==> config.mk <==
export PLATFORM = sky130hd
export DESIGN_NAME = uof_status_flags
export DESIGN_NICKNAME = d
export VERILOG_FILES = /design/src/shared/uof_pkg.sv /design/src/logic/uof_line_timer.sv /design/src/logic/uof_status_flags.sv
export SDC_FILE = /design/constraint.sdc
export NUM_CORES = 1
export LEC_CHECK = 0
export ABC_AREA = 1
export BUFFER_PORTS_ARGS = -buffer_cell sky130_fd_sc_hd__buf_2
export CORE_MARGIN = 2
export CORE_UTILIZATION = 49
export CTS_CLUSTER_DIAMETER = 120
export DETAILED_ROUTE_END_ITERATION = 7
export PLACE_DENSITY = 0.7
export SETUP_SLACK_MARGIN = 0.5
export SYNTH_ARGS = -nofsm -noshare
export SYNTH_HDL_FRONTEND = slang
export SYNTH_SLANG_ARGS = --single-unit
==> constraint.sdc <==
create_clock -name core_clk -period 5.9 [get_ports core_clk]
set_input_delay 0.295 -clock core_clk [delete_from_list [all_inputs] [get_ports core_clk]]
set_output_delay 0.295 -clock core_clk [all_outputs]
set_load 0.05 [all_outputs]
==> src/shared/uof_pkg.sv <==
// Purpose: constants and types for the usb otg status and event flag block
// Assumes: 20 MHz core_clk, APB slave with 32-bit data
// Notes:   register offsets are byte addresses
package uof_pkg;
	localparam logic [11:0] OFS_OTG_STAT   = 12'h000;
	localparam logic [11:0] OFS_EVENT_FLAG = 12'h004;
	localparam logic [11:0] OFS_EVENT_MASK = 12'h008;
	localparam logic [11:0] OFS_ERR_ENABLE = 12'h00c;
	localparam logic [11:0] OFS_ERR_STAT   = 12'h010;
	localparam logic [11:0] OFS_XFER_RES   = 12'h014;

	localparam int BIT_VBUS_VALID  = 0;
	localparam int BIT_SESS_END    = 2;
	localparam int BIT_SESS_VALID  = 3;
	localparam int BIT_LINE_STABLE = 5;
	localparam int BIT_PLUG_TYPE   = 7;

	localparam int BIT_RESET  = 0;
	localparam int BIT_ERROR  = 1;
	localparam int BIT_SOF    = 2;
	localparam int BIT_TOKEN  = 3;
	localparam int BIT_IDLE   = 4;
	localparam int BIT_RESUME = 5;
	localparam int BIT_STALL  = 7;

	localparam logic [7:0] FLAG_IMPL = 8'hbf;
	localparam logic [7:0] FLAG_W1C  = 8'hbd;
	localparam logic [7:0] ZERO8     = 8'h00;

	localparam int CLK_HZ          = 20000000;
	localparam int K_STATE_NS      = 2500;
	localparam int RESET_HOLD_NS   = 2500;
	localparam int IDLE_MS         = 3;
	localparam int CLK_NS          = 1000000000 / CLK_HZ;
	localparam int K_STATE_CYC     = (K_STATE_NS + CLK_NS - 1) / CLK_NS;
	localparam int RESET_HOLD_CYC  = (RESET_HOLD_NS + CLK_NS - 1) / CLK_NS;
	localparam int IDLE_CYC        = IDLE_MS * (CLK_HZ / 1000);
	localparam int TMR_W           = 17;

	localparam int FIFO_DEPTH = 4;
	localparam int FIFO_AW    = 2;
	localparam int RES_W      = 8;

	typedef enum logic [1:0] {
		LINE_SE0,
		LINE_J,
		LINE_K,
		LINE_SE1
	} uof_line_e;

	typedef struct packed {
		logic aVbusValid;
		logic sessionValid;
		logic bSessionEnd;
		logic lineStateStable;
		logic plugTypeFlag;
	} uof_otg_s;

	typedef struct packed {
		logic             stallSent;
		logic             sofSeen;
		logic             tokenDone;
		logic [RES_W-1:0] tokenResult;
		logic [7:0]       errEvents;
	} uof_evt_s;
endpackage

==> src/logic/uof_line_timer.sv <==
// Purpose: counts consecutive cycles of a condition and pulses once at a threshold
// Assumes: cond is already synchronous to core_clk
// Notes:   re-arms only after cond falls
`timescale 1ns/1ps
module uof_line_timer #(
	parameter int LIMIT = 50
) (
	// clock and control
	input  wire logic core_clk,
	input  wire logic rst,
	input  wire logic clkEn,
	// condition and result
	input  wire logic cond,
	output logic      hit
);
	logic [uof_pkg::TMR_W-1:0] cnt_ff;
	logic                      done_ff;

	always_ff @(posedge core_clk) begin
		if (rst) begin
			cnt_ff  <= '0;
			done_ff <= 1'b0;
			hit     <= 1'b0;
		end else if (clkEn) begin
			hit <= 1'b0;
			if (!cond) begin
				cnt_ff  <= '0;
				done_ff <= 1'b0;
			end else if (!done_ff) begin
				if (cnt_ff == uof_pkg::TMR_W'(LIMIT - 1)) begin
					hit     <= 1'b1;
					done_ff <= 1'b1;
				end else begin
					cnt_ff <= cnt_ff + 1'b1;
				end
			end
		end
	end
endmodule

==> src/logic/uof_status_flags.sv <==
// Purpose: otg bus status and device event flags behind an APB slave
// Assumes: line and comparator pins are asynchronous; engine events are core_clk pulses
// Notes:   one level interrupt from flags gated by the mask register
//
// Chosen here: the register addresses and the APB slave port.
`timescale 1ns/1ps
module uof_status_flags #(
	parameter int IDLE_CYCLES = uof_pkg::IDLE_CYC
) (
	// clock, reset, enable
	input  wire logic                       core_clk,
	input  wire logic                       rst,
	input  wire logic                       clkEn,
	// apb slave
	input  wire logic                       psel,
	input  wire logic                       penable,
	input  wire logic                       pwrite,
	input  wire logic [11:0]                paddr,
	input  wire logic [31:0]                pwdata,
	input  wire logic [3:0]                 pstrb,
	output logic [31:0]                     prdata,
	output logic                            pready,
	output logic                            pslverr,
	// asynchronous bus-side inputs
	input  wire uof_pkg::uof_otg_s          otgPins,
	input  wire logic [1:0]                 lineState,
	input  wire logic                       lowSpeed,
	// engine events, core_clk domain
	input  wire uof_pkg::uof_evt_s          engineEvt,
	// interrupt
	output logic                            usbIrq
);
	// pin synchronisers
	uof_pkg::uof_otg_s otgMeta_ff;
	uof_pkg::uof_otg_s otgSync_ff;
	logic [1:0]        lineMeta_ff;
	logic [1:0]        lineSync_ff;
	logic              lsMeta_ff;
	logic              lsSync_ff;

	// registers
	logic [7:0]                 usb_event_flags_ff;
	logic [7:0]                 eventMask_ff;
	logic [7:0]                 error_enable_mask_ff;
	logic [7:0]                 errStat_ff;
	logic [7:0]                 otg_bus_status_ff;
	logic [uof_pkg::RES_W-1:0]  resFifo_ff [uof_pkg::FIFO_DEPTH];
	logic [uof_pkg::FIFO_AW-1:0] rdPtr_ff;
	logic [uof_pkg::FIFO_AW-1:0] wrPtr_ff;
	logic [uof_pkg::FIFO_AW:0]   count_ff;
	logic                       resetArmed_ff;

	// combinational, plus the registered hit pulses of the line timers
	logic       kState;
	logic       busIdle;
	logic       busReset;
	logic       resumeHit;
	logic       idleHit;
	logic       resetHit;
	logic       wrStrobe;
	logic       rdStrobe;
	logic [7:0] nxt_flags;
	logic [7:0] setVec;
	logic [7:0] clrVec;
	logic [7:0] clrErr;
	logic [31:0] nxt_prdata;
	logic       nxt_slverr;
	logic       popFifo;
	logic       pushFifo;

	function automatic logic is_reg(input logic [11:0] a, input logic [11:0] ofs);
		is_reg = (a == ofs);
	endfunction

	function automatic logic known_addr(input logic [11:0] a);
		known_addr = is_reg(a, uof_pkg::OFS_OTG_STAT) || is_reg(a, uof_pkg::OFS_EVENT_FLAG)
			|| is_reg(a, uof_pkg::OFS_EVENT_MASK) || is_reg(a, uof_pkg::OFS_ERR_ENABLE)
			|| is_reg(a, uof_pkg::OFS_ERR_STAT) || is_reg(a, uof_pkg::OFS_XFER_RES);
	endfunction

	// two-flop synchronisers for pins
	always_ff @(posedge core_clk) begin
		if (rst) begin
			otgMeta_ff  <= '0;
			otgSync_ff  <= '0;
			lineMeta_ff <= '0;
			lineSync_ff <= '0;
			lsMeta_ff   <= 1'b0;
			lsSync_ff   <= 1'b0;
		end else if (clkEn) begin
			otgMeta_ff  <= otgPins;
			otgSync_ff  <= otgMeta_ff;
			lineMeta_ff <= lineState;
			lineSync_ff <= lineMeta_ff;
			lsMeta_ff   <= lowSpeed;
			lsSync_ff   <= lsMeta_ff;
		end
	end

	// line condition decode; k and j are fixed line codes, the synchronised lowSpeed is not used
	always_comb begin
		kState   = (lineSync_ff == uof_pkg::LINE_K);
		busIdle  = (lineSync_ff == uof_pkg::LINE_J);
		busReset = (lineSync_ff == uof_pkg::LINE_SE0);
	end

	uof_line_timer #(
		.LIMIT(uof_pkg::K_STATE_CYC)
	) u_resume (
		.core_clk (core_clk),
		.rst      (rst),
		.clkEn    (clkEn),
		.cond     (kState),
		.hit      (resumeHit)
	);

	uof_line_timer #(
		.LIMIT(IDLE_CYCLES)
	) u_idle (
		.core_clk (core_clk),
		.rst      (rst),
		.clkEn    (clkEn),
		.cond     (busIdle),
		.hit      (idleHit)
	);

	uof_line_timer #(
		.LIMIT(uof_pkg::RESET_HOLD_CYC)
	) u_reset (
		.core_clk (core_clk),
		.rst      (rst),
		.clkEn    (clkEn),
		.cond     (busReset),
		.hit      (resetHit)
	);

	// otg status register mirrors synchronised comparator and pin levels
	always_ff @(posedge core_clk) begin
		if (rst) begin
			otg_bus_status_ff <= '0;
		end else if (clkEn) begin
			otg_bus_status_ff                            <= '0;
			otg_bus_status_ff[uof_pkg::BIT_VBUS_VALID]  <= otgSync_ff.aVbusValid;
			otg_bus_status_ff[uof_pkg::BIT_SESS_VALID]  <= otgSync_ff.sessionValid;
			otg_bus_status_ff[uof_pkg::BIT_SESS_END]    <= otgSync_ff.bSessionEnd;
			otg_bus_status_ff[uof_pkg::BIT_LINE_STABLE] <= otgSync_ff.lineStateStable;
			otg_bus_status_ff[uof_pkg::BIT_PLUG_TYPE]   <= otgSync_ff.plugTypeFlag;
		end
	end

	// apb decode, zero wait states
	always_comb begin
		wrStrobe = psel && penable && pwrite;
		rdStrobe = psel && penable && !pwrite;
	end

	// write-one-to-clear masks, only when byte lane 0 (pstrb[0]) is written
	always_comb begin
		clrVec = '0;
		clrErr = '0;
		if (wrStrobe && (pstrb[0] == 1'b1)) begin
			if (is_reg(paddr, uof_pkg::OFS_EVENT_FLAG)) begin
				clrVec = pwdata[7:0] & uof_pkg::FLAG_W1C;
			end
			if (is_reg(paddr, uof_pkg::OFS_ERR_STAT)) begin
				clrErr = pwdata[7:0];
			end
		end
	end

	// fifo pops when a set token flag is cleared
	always_comb begin
		popFifo  = clrVec[uof_pkg::BIT_TOKEN] && usb_event_flags_ff[uof_pkg::BIT_TOKEN];
		pushFifo = engineEvt.tokenDone && (count_ff != (uof_pkg::FIFO_AW+1)'(uof_pkg::FIFO_DEPTH));
	end

	// event set vector; set wins over a clear in the same cycle
	always_comb begin
		setVec                      = '0;
		setVec[uof_pkg::BIT_STALL]  = engineEvt.stallSent;
		setVec[uof_pkg::BIT_RESUME] = resumeHit;
		setVec[uof_pkg::BIT_IDLE]   = idleHit;
		setVec[uof_pkg::BIT_SOF]    = engineEvt.sofSeen;
		setVec[uof_pkg::BIT_RESET]  = resetHit && resetArmed_ff;
		nxt_flags = (usb_event_flags_ff & ~clrVec) | setVec;
		// token flag stays set while further results wait in the fifo
		nxt_flags[uof_pkg::BIT_TOKEN] = (count_ff > (uof_pkg::FIFO_AW+1)'(popFifo ? 1 : 0))
			|| pushFifo;
		nxt_flags[uof_pkg::BIT_ERROR] = |(errStat_ff & error_enable_mask_ff);
		nxt_flags = nxt_flags & uof_pkg::FLAG_IMPL;
	end

	// bus reset flag re-arms only once the bus leaves se0
	always_ff @(posedge core_clk) begin
		if (rst) begin
			resetArmed_ff <= 1'b1;
		end else if (clkEn) begin
			if (!busReset) begin
				resetArmed_ff <= 1'b1;
			end else if (resetHit) begin
				resetArmed_ff <= 1'b0;
			end
		end
	end

	always_ff @(posedge core_clk) begin
		if (rst) begin
			usb_event_flags_ff <= uof_pkg::ZERO8;
		end else if (clkEn) begin
			usb_event_flags_ff <= nxt_flags;
		end
	end

	// raw error status, sticky with write-one-to-clear
	always_ff @(posedge core_clk) begin
		if (rst) begin
			errStat_ff <= uof_pkg::ZERO8;
		end else if (clkEn) begin
			errStat_ff <= (errStat_ff & ~clrErr) | engineEvt.errEvents;
		end
	end

	// software-written mask and error enable
	always_ff @(posedge core_clk) begin
		if (rst) begin
			eventMask_ff         <= uof_pkg::ZERO8;
			error_enable_mask_ff <= uof_pkg::ZERO8;
		end else if (clkEn && wrStrobe && pstrb[0]) begin
			if (is_reg(paddr, uof_pkg::OFS_EVENT_MASK)) begin
				eventMask_ff <= pwdata[7:0] & uof_pkg::FLAG_IMPL;
			end
			if (is_reg(paddr, uof_pkg::OFS_ERR_ENABLE)) begin
				error_enable_mask_ff <= pwdata[7:0];
			end
		end
	end

	// transfer result fifo, flip-flop storage
	always_ff @(posedge core_clk) begin
		if (rst) begin
			rdPtr_ff <= '0;
			wrPtr_ff <= '0;
			count_ff <= '0;
			for (int i = 0; i < uof_pkg::FIFO_DEPTH; i++) begin
				resFifo_ff[i] <= '0;
			end
		end else if (clkEn) begin
			if (pushFifo) begin
				resFifo_ff[wrPtr_ff] <= engineEvt.tokenResult;
				wrPtr_ff             <= wrPtr_ff + 1'b1;
			end
			if (popFifo) begin
				rdPtr_ff <= rdPtr_ff + 1'b1;
			end
			count_ff <= count_ff + (uof_pkg::FIFO_AW+1)'(pushFifo) - (uof_pkg::FIFO_AW+1)'(popFifo);
		end
	end

	// read mux
	always_comb begin
		nxt_prdata = '0;
		nxt_slverr = !known_addr(paddr);
		unique case (1'b1)
			is_reg(paddr, uof_pkg::OFS_OTG_STAT):   nxt_prdata[7:0] = otg_bus_status_ff;
			is_reg(paddr, uof_pkg::OFS_EVENT_FLAG): nxt_prdata[7:0] = usb_event_flags_ff;
			is_reg(paddr, uof_pkg::OFS_EVENT_MASK): nxt_prdata[7:0] = eventMask_ff;
			is_reg(paddr, uof_pkg::OFS_ERR_ENABLE): nxt_prdata[7:0] = error_enable_mask_ff;
			is_reg(paddr, uof_pkg::OFS_ERR_STAT):   nxt_prdata[7:0] = errStat_ff;
			is_reg(paddr, uof_pkg::OFS_XFER_RES):   nxt_prdata[7:0] = resFifo_ff[rdPtr_ff];
			default:                                nxt_prdata = '0;
		endcase
	end

	// apb answer registered: ready in the cycle after the setup phase
	always_ff @(posedge core_clk) begin
		if (rst) begin
			pready  <= 1'b0;
			pslverr <= 1'b0;
			prdata  <= '0;
		end else if (clkEn) begin
			pready  <= psel && !penable;
			pslverr <= psel && !penable && nxt_slverr;
			if (psel && !penable && !pwrite) begin
				prdata <= nxt_prdata;
			end
		end
	end

	always_ff @(posedge core_clk) begin
		if (rst) begin
			usbIrq <= 1'b0;
		end else if (clkEn) begin
			usbIrq <= |(nxt_flags & eventMask_ff);
		end
	end
endmodule

==> impl_metrics.json <==
{
  "fp-row-count": 47,
  "cp_max_fo": 54,
  "drt_wl_total_mm": 20.3,
  "clock-sinks": 159,
  "cts_tree": "done",
  "grt_use_met3_pct": 4.92,
  "final_antenna_net_count": 0,
  "power_mw": 2.49,
  "path_class": "primary input to register",
  "dieArea_mm2": 0.0181,
  "ir_worst_vdd_v": 0.000233,
  "yosys.area_share.simple_pct": 31.1,
  "fillers": 1647,
  "multi_input_area_mm2": 0.00409,
  "dp_hpwl_mm": 14.1,
  "power_frac_seq_pct": 46.7,
  "drive_above_1_share_pct": 11.9,
  "drtIter0Drc": 581,
  "end_kind": "register",
  "relSlewSlack_pct": 15.1,
  "ys_ff_latch": 159,
  "die_h_um": 134,
  "cts-root-buf": "clkbuf_16",
  "critPathArrivalTime_ns": 2.80,
  "finalSetupViolations": 0,
  "grt_pass1_vias": 6783,
  "wl_per_cell_um": 13.9,
  "setup-tns-final_ns": 0,
  "synth_top_area_cell": "dfxtp_1",
  "whs_path_depth": 3,
  "min_period_ns": 2.76,
  "post_cts_resized": 0,
  "insertion_delay_ns": 0.43,
  "netSwitchingPower_mw": 0.632,
  "synthesis.area_mm2": 0.00834,
  "maxCapViolCount": 0,
  "grt_pass1_wl_mm": 33.3,
  "grtUsageMet2_pct": 36.0,
  "port_buffers": 63,
  "async_flop_share_pct": 0,
  "cts_buffer_depth": 2,
  "final_nets": 1321,
  "syn_avg_cell_area_um2": 7.07,
  "cts_buffers": 17,
  "skew_ns": 0.00860,
  "clockPowerShare_pct": 44.2,
  "power_leakage_nw": 3.64,
  "overflow": 0,
  "grt_use_met1_pct": 31.4,
  "synth_xor_area_share_pct": 2.10,
  "antenna_found_initial": 2,
  "final_cell_count_no_fill": 1463,
  "critical_path_required_ns": 5.94,
  "clk_pin_slew_worst_paths_ns": 0.06,
  "p_int_mw": 1.86,
  "min_path_type": "primary input to register",
  "grt-busiest-layer": "met2",
  "seq_area_mm2": 0.00350,
  "hold_viol": 0,
  "synthDominantCellAreaShare_pct": 30.5,
  "synth_fa_ha_area_share_pct": 1.74,
  "finalMaxSlewViolations": 0,
  "max_freq_ghz": 0.362,
  "ys_warn_count": 0,
  "grt_usage_pct": 23.0,
  "placed_cells": 1430,
  "ys_seq_area_share_pct": 42.0,
  "cp-start-kind": "primary input",
  "place_congestion": 0.918,
  "synth_edf_count": 32,
  "finalCritPeriodShare_pct": 46.8,
  "post_cts_buffers": 0,
  "synth_compound_area_share_pct": 13.1,
  "utilization_pct": 56.0,
  "worst_slack_ns": 3.14,
  "vias": 7527,
  "synthTopCellsByArea": "dfxtp_1, edfxtp_1, nand2_1",
  "switching_share_pct": 25.4,
  "via_per_inst": 5.14,
  "area_delta_synth_final_pct": 11.3,
  "grt_max_degree": 77,
  "ys_types": 44,
  "core_area_mm2": 0.0166,
  "rr_worst_depth": 6,
  "h-tree-depth": 4,
  "initial_utilization_pct": 50.3,
  "synthMuxAreaShare_pct": 0,
  "cts_hold_buf": 0,
  "syn_inst": 1180,
  "ys.flop_type": "dfxtp_1",
  "p_comb_share_pct": 9.1,
  "drc": 0,
  "die_w_um": 134,
  "synth_top_family_by_area": "simple AND/OR/NAND/NOR gates",
  "worst_pin_slew_ns": 1.26,
  "rsz0062_at_grt": "no",
  "io_pins": 116,
  "dp_slack_ns": 2.66,
  "pwr_density_cell_mw_per_mm2": 268,
  "firstDrtPassIters": 6,
  "status": "completed"
}
## synthesized netlist by cell type, types with 3 or more instances
cell and number:
a211oi_2 7, a21oi_1 91, a21oi_2 7, buf_1 3
buf_2 11, buf_4 27, clkbuf_1 17, dfxtp_1 127
edfxtp_1 32, ha_1 10, inv_1 115, inv_2 10
nand2_1 249, nand2_2 7, nand3_1 60, nand3b_1 6
nand4_1 24, nor2_1 207, nor2_2 9, nor2_4 3
nor3_1 32, o21ai_0 73, o21ai_1 3, o22ai_1 6
xor2_1 18
## flip-flops by register name, indices dropped and copies added (netlist names), 3 cells and up, named ones only
| signal | flops |
|---|---|
| u_idle.cnt_ff | 17 |
| error_enable_mask_ff | 8 |
| otg_bus_status_ff | 5 |
| resFifo_ff | 32 |
| u_resume.cnt_ff | 17 |
| usb_event_flags_ff | 7 |
| count_ff | 3 |
| u_reset.cnt_ff | 17 |
| prdata | 8 |
| eventMask_ff | 7 |
| otgMeta_ff | 5 |
| otgSync_ff | 5 |
| errStat_ff | 8 |
## critical path, stage by stage
cell     delay [ns]
buf_2          0.50
inv_2          0.53
nor2_1         0.37
inv_2          0.10
o21ai_0        0.98
## kinds of logic (layout without fill, tap and decap cells)
logic type                 Yosys count  in the layout
other                                1             25
AOI/OAI and AO/OA                  196            196
buffers and inverters              187            226
adders and majority gates           11             11
DFF                                159            159
and+or+nand+nor                    606            606
xor gates and xnor gates            20             20
## routing by layer
layer | wire, um | vias to the layer above | part of all wire (%)
met3 | 1200 | 32 | 5.9
li1 | - | 3888 | -
met1 | 9490 | 3405 | 47
met4 | 449 | 2 | 2.2
met2 | 9110 | 200 | 45
met5 | 12 | - | 0.059
## placed cells by master, fill, tap and decap left out, types with 2 or more instances in the layout
cell type	count
nand2_1	249
nor2_1	207
dfxtp_1	127
inv_1	115
a21oi_1	91
o21ai_0	73
buf_2	63
nand3_1	60
nor3_1	32
edfxtp_1	32
nand4_1	24
conb_1	24
xor2_1	18
clkbuf_16	17
inv_2	10
ha_1	10
nor2_2	9
nand2_2	7
a211oi_2	7
a21oi_2	7
o22ai_1	6
nand3b_1	6
buf_4	4
nor2_4	3
o21ai_1	3
clkinv_2	3
clkinv_4	3
clkbuf_8	3
nor3_4	2
o211ai_1	2
a31oi_1	2
nor3_2	2
or2_2	2
xnor2_1	2
clkinvlp_4	2
clkbuf_1	2
bufinv_16	2
## per-stage QoR
| stage | instance area [um^2] | hold slack [ns] |
|---|---|---|
| 3_3_place_gp | 8690 | 0.438 |
| 4_1_cts | 9280 | 0.0807 |
| 5_1_grt | 9280 | 0.104 |
| 6_report | 9290 | 0.0906 |
| 2_1_floorplan | 8430 | 0.427 |
| 3_5_place_dp | 8690 | 0.444 |
## cell type report
cell class | instances | share of cell area (%)
Multi-Input combinational cell | 857 | 44.1
Sequential cell | 159 | 37.7
Clock inverter | 9 | 1.20
Tap cell | 220 | 2.96
Clock buffer | 23 | 5.16
Timing Repair Buffer | 67 | 3.72
Antenna cell | 1 | 0.0269
Inverter | 127 | 5.15
## power by group through the flow
stage          sequential, mW  clock (mW)  combinational, mW
2_1_floorplan            1.19           0              0.169
5_1_grt                  1.17        1.17              0.250
3_5_place_dp             1.19           0              0.226
3_3_place_gp             1.18           0              0.224
4_1_cts                  1.16        1.11              0.227
6_report                 1.16        1.10              0.226
## worst paths after layout
kind,endpoint,start,slack [ns]
max,resFifo_ff[2][5]$_SDFFCE_PN0P_,clkEn,3.14
min,otgMeta_ff[4]$_SDFFE_PP0P_,otgPins[4],0.09
max reg2reg,resFifo_ff[2][5]$_SDFFCE_PN0P_,count_ff[1]$_SDFFE_PP0P_,3.54
min reg2reg,resetArmed_ff$_SDFFE_PP1P_,resetArmed_ff$_SDFFE_PP1P_,0.46
No activity file was read; power rests on OpenSTA's default activity.
